`config.mk`:
```
export PLATFORM = sky130hd
export DESIGN_NAME = mainframe_link_controller
export DESIGN_NICKNAME = d
export VERILOG_FILES = /design/src/mlc_pkg.sv /design/src/mlc_par_if.sv /design/src/mlc_parity_gen.sv /design/src/mlc_sync2.sv /design/src/mainframe_link_controller.sv
export VERILOG_INCLUDE_DIRS = /design/src
export SDC_FILE = /design/constraint.sdc
export NUM_CORES = 1
export LEC_CHECK = 0
export ABC_AREA = 1
export BUFFER_PORTS_ARGS = -buffer_cell sky130_fd_sc_hd__buf_4
export CORE_MARGIN = 1
export CORE_UTILIZATION = 35
export CTS_BUF_LIST = sky130_fd_sc_hd__clkbuf_8
export DETAILED_ROUTE_END_ITERATION = 10
export MAX_ROUTING_LAYER = met4
export REMOVE_ABC_BUFFERS = 1
export SYNTH_ARGS = -nofsm -noshare
export SYNTH_HDL_FRONTEND = slang
export SYNTH_SLANG_ARGS = --single-unit
```
`constraint.sdc`:
```
create_clock -name clk -period 3.7 [get_ports clk]
set_input_delay 0.185 -clock clk [delete_from_list [all_inputs] [get_ports clk]]
set_output_delay 0.185 -clock clk [all_outputs]
set_load 0.005 [all_outputs]
```
`src/mlc_consts.svh`:
```
`ifndef MLC_CONSTS_SVH
`define MLC_CONSTS_SVH
`define MLC_WORD_W     16
`define MLC_BYTE_W     8
`define MLC_CHAR_W     6
`define MLC_ODD_PARITY 1'b1
`endif

```
`src/mlc_pkg.sv`:
```
package mlc_pkg;
	typedef logic [15:0] mlc_word_t;
	typedef enum logic [5:0]
	{
		ST_IDLE    = 6'b00_0001,
		ST_WR_ACK  = 6'b00_0010,
		ST_WR_HOST = 6'b00_0100,
		ST_RD_HOST = 6'b00_1000,
		ST_RD_DEM  = 6'b01_0000,
		ST_DONE    = 6'b10_0000
	} mlc_state_t;
endpackage : mlc_pkg

```
`src/mlc_par_if.sv`:
```
`timescale 1ns/10ps
interface mlc_par_if;
	logic [15:0] word;
	logic        oddSense;
	logic        parity;
	modport gen (input word, input oddSense, output parity);
	modport use_ (output word, output oddSense, input parity);
endinterface : mlc_par_if

```
`src/mlc_parity_gen.sv`:
```
`timescale 1ns/10ps
module mlc_parity_gen
(
	mlc_par_if.gen p
);
	// odd sense: the parity bit makes the total count of ones odd
	assign p.parity = (^p.word) ^ p.oddSense;
endmodule : mlc_parity_gen

```
`src/mlc_sync2.sv`:
```
`timescale 1ns/10ps
module mlc_sync2
#(
	parameter int W = 1
)
(
	// clock and reset
	input  wire logic         clk,
	input  wire logic         rst_n,
	// data
	input  wire logic [W-1:0] d,
	output logic      [W-1:0] q
);
	logic [W-1:0] meta_reg;
	// first stage feeds only the second
	always_ff @(posedge clk)
	begin
		if (!rst_n)
		begin
			meta_reg <= '0;
			q        <= '0;
		end
		else
		begin
			meta_reg <= d;
			q        <= meta_reg;
		end
	end
endmodule : mlc_sync2

```
`src/mainframe_link_controller.sv`:
```
`timescale 1ns/10ps
`include "mlc_consts.svh"
// How it works
// whole 16-bit words move in parallel, each under a demand-response handshake
// host start or adapter select may both begin a block transfer
// outbound word is presented as high byte then low byte fields
// inbound word gives two 6-bit characters; top four bits dropped
// host side talks to the data-break word port
// adapter write-ready latches the data bus into the buffer
// parity of the latched word is checked against adapter parity
// parity of a host-loaded buffer is computed from buffer contents
// data and computed parity go to the adapter together
// adapter drives its parity with the data bus
// write-select means write; interrupts host if write enable set
// read-select means read; interrupts host if read enable set
// adapter data is settled before write-ready rises
// adapter read-ready shows it can take a word
// demand acknowledges a word taken during an adapter write
// during read, demand means data valid; data held while demand high
// parity mismatch on a write word raises the parity fault line
// end of transfer raises done line; no more words moved after
// adapter reports device and channel end on the done line
// an interrupt line asks the adapter to interrupt the mainframe
// adapter reports its own parity error on a read word
// demand drops only after adapter ready falls, four-phase
// odd parity over the 16 data bits unless configured otherwise
module mainframe_link_controller
(
	// clock and reset
	input  wire logic        clk,
	input  wire logic        rst_n,
	// host control
	input  wire logic        writeEnable,
	input  wire logic        readEnable,
	input  wire logic        evenParity,
	input  wire logic        hostStart,
	input  wire logic        hostEndRecord,
	input  wire logic        hostMfIntReq,
	// host interrupt and status
	output logic             hostInterrupt,
	output logic             hostWrIntFlag,
	output logic             hostRdIntFlag,
	output logic             hostParityErr,
	// data break port
	output logic             brkReqIn,
	input  wire logic        brkAckIn,
	output logic      [15:0] brkDataIn,
	output logic      [5:0]  brkCharHi,
	output logic      [5:0]  brkCharLo,
	// break port, host word toward the adapter
	output logic             brkReqOut,
	input  wire logic        brkAckOut,
	input  wire logic [15:0] brkDataOut,
	// parallel_channel_adapter pins
	input  wire logic [15:0] pcaBusOut,
	input  wire logic        pcaParityOut,
	input  wire logic        pcaWriteSelect,
	input  wire logic        pcaReadSelect,
	input  wire logic        pcaWriteReady,
	input  wire logic        pcaReadReady,
	input  wire logic        pcaParityError,
	// parallel_channel_adapter lines driven by this controller
	output logic      [15:0] pcaBusIn,
	output logic             pcaParityIn,
	output logic      [7:0]  pcaByteHi,
	output logic      [7:0]  pcaByteLo,
	output logic             pcaDemand,
	output logic             controller_parity_fault,
	output logic             transfer_done_line,
	output logic             pcaInterrupt
);
	mlc_pkg::mlc_state_t state_reg;
	mlc_pkg::mlc_state_t state_next;
	// synchronised adapter pins
	logic [15:0] sBus;
	logic        sPar;
	logic        sWs;
	logic        sRs;
	logic        sWr;
	logic        sRr;
	logic        sPe;
	// datapath and handshake registers
	logic [15:0] buf_reg;
	logic        bufPar_reg;
	logic        demand_reg;
	logic        fault_reg;
	logic        done_reg;
	logic        wrMode_reg;
	logic        rdMode_reg;
	// select edge history and host status
	logic        wsPrev_reg;
	logic        rsPrev_reg;
	logic        wrFlag_reg;
	logic        rdFlag_reg;
	logic        pErr_reg;
	logic        inReq_reg;
	logic        outReq_reg;
	logic        mfInt_reg;
	// decode wires
	logic        chkPar;
	logic        genPar;
	logic        wsRise;
	logic        rsRise;
	logic        mismatch;
	logic        oddSel;
	logic [15:0] bufNext;
	logic        loadWr;
	logic        loadRd;
	logic        clearIdle;
	logic        enterDone;
	logic        doneNext;
	logic        demandNext;
	logic        inReqNext;
	logic        outReqNext;

	// sticky bit: a new event wins over a clear in the same cycle
	function automatic logic stickyNext
	(
		input logic ev,
		input logic flag,
		input logic clr
	);
		return ev | (flag & ~clr);
	endfunction : stickyNext

	// adapter pins come from another clock's world
	mlc_sync2 #(.W(21)) uSync
	(
		.clk   (clk),
		.rst_n (rst_n),
		.d     ({pcaBusOut, pcaParityOut, pcaWriteSelect, pcaReadSelect,
			pcaWriteReady, pcaReadReady}),
		.q     ({sBus, sPar, sWs, sRs, sWr, sRr})
	);
	// the error pin gets a pair of its own, apart from the handshake word
	mlc_sync2 #(.W(1)) uSyncPe
	(
		.clk   (clk),
		.rst_n (rst_n),
		.d     (pcaParityError),
		.q     (sPe)
	);

	// one parity generator checks inbound bus, one covers the buffer
	mlc_par_if chkIf ();
	mlc_par_if genIf ();
	// parity sense is a host choice; odd is taken when nothing says otherwise
	assign oddSel        = evenParity ? 1'b0 : `MLC_ODD_PARITY;
	assign chkIf.word    = sBus;
	assign chkIf.oddSense = oddSel;
	assign genIf.word    = bufNext;
	assign genIf.oddSense = oddSel;
	mlc_parity_gen uChk (.p(chkIf));
	mlc_parity_gen uGen (.p(genIf));
	assign chkPar = chkIf.parity;
	assign genPar = genIf.parity;

	// decode of select edges and parity compare
	assign wsRise   = sWs & ~wsPrev_reg;
	assign rsRise   = sRs & ~rsPrev_reg;
	assign mismatch = chkPar != sPar;

	// buffer source; parity is worked from the value being stored, so the
	// parity pin never lags the bus by a cycle when the buffer is reloaded
	assign loadWr  = state_reg == mlc_pkg::ST_IDLE && state_next == mlc_pkg::ST_WR_ACK;
	assign loadRd  = state_reg == mlc_pkg::ST_RD_HOST && brkAckOut;
	assign bufNext = loadWr ? sBus : (loadRd ? brkDataOut : buf_reg);

	// next values of status and handshake lines
	assign clearIdle  = state_reg == mlc_pkg::ST_IDLE && hostStart;
	assign enterDone  = state_next == mlc_pkg::ST_DONE && state_reg != mlc_pkg::ST_DONE;
	assign doneNext   = stickyNext(enterDone, done_reg, hostStart);
	assign demandNext = (state_next == mlc_pkg::ST_WR_ACK) ||
		(state_reg == mlc_pkg::ST_RD_DEM && state_next == mlc_pkg::ST_RD_DEM);
	assign inReqNext  = state_next == mlc_pkg::ST_WR_HOST && !brkAckIn;
	assign outReqNext = state_next == mlc_pkg::ST_RD_HOST && !brkAckOut;

	// next-state logic; adapter writes fill buffer then hand word to host,
	// reads fetch a host word then show it under demand
	always_comb
	begin
		state_next = state_reg;
		case (state_reg)
			// a close request beats a waiting word
			mlc_pkg::ST_IDLE:
			begin
				if (hostEndRecord)
					state_next = mlc_pkg::ST_DONE;
				else if (wrMode_reg && sWr)
					state_next = mlc_pkg::ST_WR_ACK;
				else if (rdMode_reg && sRr)
					state_next = mlc_pkg::ST_RD_HOST;
			end
			// demand holds until the adapter lets go of write-ready
			mlc_pkg::ST_WR_ACK:
			begin
				if (!sWr)
					state_next = mlc_pkg::ST_WR_HOST;
			end
			// word waits for the host; a slow host stalls the adapter
			mlc_pkg::ST_WR_HOST:
			begin
				if (brkAckIn)
					state_next = mlc_pkg::ST_IDLE;
			end
			// fetch the next host word for the adapter
			mlc_pkg::ST_RD_HOST:
			begin
				if (brkAckOut)
					state_next = mlc_pkg::ST_RD_DEM;
			end
			// word and parity stand until read-ready falls
			mlc_pkg::ST_RD_DEM:
			begin
				if (!sRr && demand_reg)
					state_next = mlc_pkg::ST_IDLE;
			end
			// only the host may reopen the link
			mlc_pkg::ST_DONE:
			begin
				if (hostStart)
					state_next = mlc_pkg::ST_IDLE;
			end
			default:
				state_next = mlc_pkg::ST_IDLE;
		endcase
	end

	// state, buffer and handshake lines
	always_ff @(posedge clk)
	begin
		if (!rst_n)
		begin
			state_reg  <= mlc_pkg::ST_DONE;
			buf_reg    <= 16'h0000;
			bufPar_reg <= 1'b0;
			demand_reg <= 1'b0;
			fault_reg  <= 1'b0;
		end
		else
		begin
			state_reg  <= state_next;
			buf_reg    <= bufNext;
			bufPar_reg <= genPar;
			demand_reg <= demandNext;
			// a faulty word wins over a restart in the same cycle
			if (loadWr)
				fault_reg <= mismatch;
			else if (clearIdle)
				fault_reg <= 1'b0;
		end
	end

	// transfer direction latched from select rising; done ends it
	always_ff @(posedge clk)
	begin
		if (!rst_n)
		begin
			wsPrev_reg <= 1'b0;
			rsPrev_reg <= 1'b0;
			wrMode_reg <= 1'b0;
			rdMode_reg <= 1'b0;
			done_reg   <= 1'b0;
		end
		else
		begin
			wsPrev_reg <= sWs;
			rsPrev_reg <= sRs;
			if (state_next == mlc_pkg::ST_DONE)
			begin
				wrMode_reg <= 1'b0;
				rdMode_reg <= 1'b0;
			end
			else if (wsRise)
			begin
				wrMode_reg <= 1'b1;
				rdMode_reg <= 1'b0;
			end
			else if (rsRise)
			begin
				rdMode_reg <= 1'b1;
				wrMode_reg <= 1'b0;
			end
			// done stands until the host restarts; a new close wins over it
			done_reg   <= doneNext;
		end
	end

	// sticky host flags: a new event wins over the same-cycle clear; the adapter interrupt just follows its request
	always_ff @(posedge clk)
	begin
		if (!rst_n)
		begin
			wrFlag_reg <= 1'b0;
			rdFlag_reg <= 1'b0;
			pErr_reg   <= 1'b0;
			mfInt_reg  <= 1'b0;
		end
		else
		begin
			wrFlag_reg <= stickyNext(wsRise && writeEnable, wrFlag_reg, hostStart);
			rdFlag_reg <= stickyNext(rsRise && readEnable, rdFlag_reg, hostStart);
			pErr_reg   <= stickyNext(sPe, pErr_reg, hostStart);
			mfInt_reg  <= hostMfIntReq;
		end
	end

	// break requests are registered so they can't glitch at the host
	always_ff @(posedge clk)
	begin
		if (!rst_n)
		begin
			inReq_reg  <= 1'b0;
			outReq_reg <= 1'b0;
		end
		else
		begin
			inReq_reg  <= inReqNext;
			outReq_reg <= outReqNext;
		end
	end

	// output assignment; the bus changes only on a buffer load, never while demand holds
	// the host sees word bits 11:0 as two characters; bits 15:12 are dropped
	assign pcaBusIn                = buf_reg;
	assign pcaParityIn             = bufPar_reg;
	assign pcaByteHi               = buf_reg[15:8];
	assign pcaByteLo               = buf_reg[7:0];
	assign pcaDemand               = demand_reg;
	assign controller_parity_fault = fault_reg;
	assign transfer_done_line      = done_reg;
	assign pcaInterrupt            = mfInt_reg;
	assign brkDataIn               = buf_reg;
	assign brkCharHi               = buf_reg[11:6];
	assign brkCharLo               = buf_reg[5:0];
	assign brkReqIn                = inReq_reg;
	assign brkReqOut               = outReq_reg;
	assign hostWrIntFlag           = wrFlag_reg;
	assign hostRdIntFlag           = rdFlag_reg;
	assign hostParityErr           = pErr_reg;
	assign hostInterrupt           = wrFlag_reg | rdFlag_reg;
endmodule : mainframe_link_controller

```
==> results.py <==
metrics = {
    "clocking": {
        "h-tree-depth": 3,
        "cts_root_buffer": "clkbuf_8",
        "worstSkewPairLatency_ns": 0.36,
        "cts-resized-gates": 0,
        "clk_path_buf_depth": 2,
        "cts_tree": "yes",
        "clk_pin_slew_worst_paths_ns": 0.11,
        "cts_made_buffers": 9,
        "clkSinkCount": 80,
    },
    "layout": {
        "stdcell_count": 803,
        "fin_nets": 706,
        "layout_commonest_cell": "nand2_1",
        "drive_above_1_share": 0.228,
        "final_cell_mix": "nand2_1, buf_4, inv_1, dfxtp_1, nand3_1",
        "fillerInstances": 1156,
        "area_growth_pct": 22.5,
        "utilization": 0.443,
        "antenna_cells": 0,
    },
    "sta": {
        "clock_skew_ns": 0.0196,
        "hold_violations": 0,
        "setup_violations": 0,
        "fmax_mhz": 407,
        "fin_crit_sh": 0.663,
        "maxSlewViolCount": 0,
        "tns_ns": 0,
        "timing.slew.headroom": 0.599,
        "layout_setup_ws_ns": 1.25,
        "min_period_ns": 2.45,
        "worstMarginPinSlew_ns": 0.600,
        "rsz0062_at_grt": "false",
    },
    "yosys": {
        "syn_area_um2": 3960,
        "ys_ff_latch": 80,
        "synth_compound_area_frac": 0.0266,
        "avgSynthCellArea_um2": 6.80,
        "synth.yosys.seq_area_share": 0.405,
        "synth_cell_types": 31,
        "synth_cells": 582,
        "yosys.area_share.simple": 0.336,
        "synthArstFlopShare": 0,
        "ys.flop_type": "dfxtp_1",
        "synth_top_area_frac": 0.405,
        "synth_mux_area_frac": 0,
        "yosys_warnings": 0,
        "synth_edf_count": 0,
        "synth_xor_xnor_area_share": 0.0354,
        "synth.top_cells.by_area": "dfxtp_1, nand2_1, buf_4",
        "synth_top_family_by_area": "simple AND/OR/NAND/NOR gates",
        "synth_fa_ha_area_frac": 0,
        "synth_top_cell_by_area": "dfxtp_1",
    },
    "grt": {
        "grt_pass1_wl_um": 14000,
        "grt_pass1_vias": 3121,
        "grt_max_degree": 52,
        "antenna_found_initial": 0,
        "grtUsageTotal": 0.156,
        "gr-total-overflow": 0,
    },
    "setup_path": {
        "crit_fanout": 36,
        "cpMostUsedCell": "nand2_1",
        "critPathSlowestCell": "nand3_4",
        "reg2reg_depth": 17,
        "cp.required_ns": 3.97,
        "path_cells": "nor2_1 -> nand2_2 -> nor2_4 -> nand3_4 -> inv_6 -> nand2_1 -> nand2_1 -> inv_2 -> nand2_1 -> nand2_1 -> nand2_1 -> nand2_1 -> inv_1 -> nand2_1 -> nand2_1 -> nand2_1 -> a21oi_1",
        "worstPathArrival_ns": 2.73,
        "timing_worst_setup_path_type": "reg2reg",
        "crit_path_start_kind": "flop",
        "worstSetupEndpointType": "flop",
        "slowest_delay_ns": 0.37,
    },
    "floorplan": {
        "core_um2": 10900,
        "rows": 38,
        "num_io_pins": 119,
        "die_area_um2": 11700,
        "start_util": 0.362,
        "die_h_um": 108,
        "die_w_um": 108,
    },
    "drt": {
        "via_count": 3482,
        "drt_first_pass_iters": 4,
        "vias_per_cell": 4.34,
        "first_iter_violations": 158,
        "post-route-drc-count": 0,
        "drt-total-wl_um": 8620,
        "wl_per_cell_um": 10.7,
        "final_antenna_net_count": 0,
    },
    "placement": {
        "io_buffers": 118,
        "hpwl_um": 6160,
        "dp_cells": 780,
        "gp_congestion": 0.807,
        "pre_cts_slack_ns": 1.30,
    },
    "pwr": {
        "irDropWorstVdd_v": 0.000206,
        "p_per_area_nw_per_um2": 352,
        "p_leak_nw": 2.77,
        "fin_total_pwr_mw": 1.70,
    },
    "flow_run": {
        "drv_cap": 0,
    },
    "worst_hold_path": {
        "hp-class": "in2reg",
        "hold_depth": 3,
    },
    "outcome": {
        "status": "complete, no violations",
    },
}
## where the power goes
group / total (mW) / switching (mW) / internal [mW] / leakage, nW
clock network: 0.636 / 0.369 / 0.266 / 0.101
registers: 0.908 / 0.0176 / 0.891 / 0.656
logic: 0.161 / 0.0813 / 0.0797 / 2.01
## final timing paths
check	from	end	slack, ns
worst max register to register	state_reg[2]$_SDFF_PN0_	pcaParityIn$_SDFF_PN0_	1.25
worst min-delay path	pcaBusOut[9]	uSync.meta_reg[14]$_SDFF_PN0_	0.01
worst max-delay path	state_reg[2]$_SDFF_PN0_	pcaParityIn$_SDFF_PN0_	1.25
worst min register to register	uSync.meta_reg[6]$_SDFF_PN0_	uSync.q[6]$_SDFF_PN0_	0.42
## per-stage QoR
stage                     cell area, um^2  hold slack (ns)
final                                4840          0.00963
after detailed placement             4580            0.364
after global routing                 4840          0.00481
after floorplan                      3510            0.257
after CTS                            4840         0.000757
after global placement               4580            0.366
## synthesized netlist by cell type, drive strengths merged, types with 6 or more instances
| cell | count |
|---|---|
| nand3 | 38 |
| nor2 | 37 |
| clkbuf | 7 |
| or2 | 6 |
| inv | 87 |
| nand2 | 227 |
| buf | 54 |
| a21oi | 11 |
| xnor2 | 9 |
| dfxtp | 80 |
| xor2 | 7 |
## routing by layer
layer	track usage	share of wire	routed length [um]
met1	0.187	0.46	3920
met2	0.257	0.48	4140
met3	0.0325	0.056	485
met4	0.0569	0.0085	73
met5	-	0	0
## worst max-delay path, delay by kind of cell, from the launching register on
| kind | cells | cell delay (ns) |
|---|---|---|
| buf+inv | 3 | 0.45 |
| flops | 1 | 0.34 |
| compound gates | 1 | 0.14 |
| simple gates | 13 | 1.44 |
## cells by family (layout without fill, tap and decap cells)
logic type	count (synthesis)	after routing
DFF	80	80
and+or+nand+nor	318	318
xor gates and xnor gates	16	16
AOI/OAI and AO/OA	19	19
buffers and inverters	149	230
## timing repair
item / in CTS / in global routing
hold buffers: 7 / 0
endpoints found under the hold margin: 7 / 0
buffers inserted: 0 / 0
## cell type report
cell class	count	area, um^2	share of cell area
Timing Repair Buffer	126	963	0.199
Clock inverter	7	68.8	0.0142
Tap cell	140	175	0.0362
Inverter	88	335	0.0692
Sequential cell	80	1600	0.331
Clock buffer	9	124	0.0256
Multi-Input combinational cell	353	1580	0.325
(Power assumes the default switching activity.)
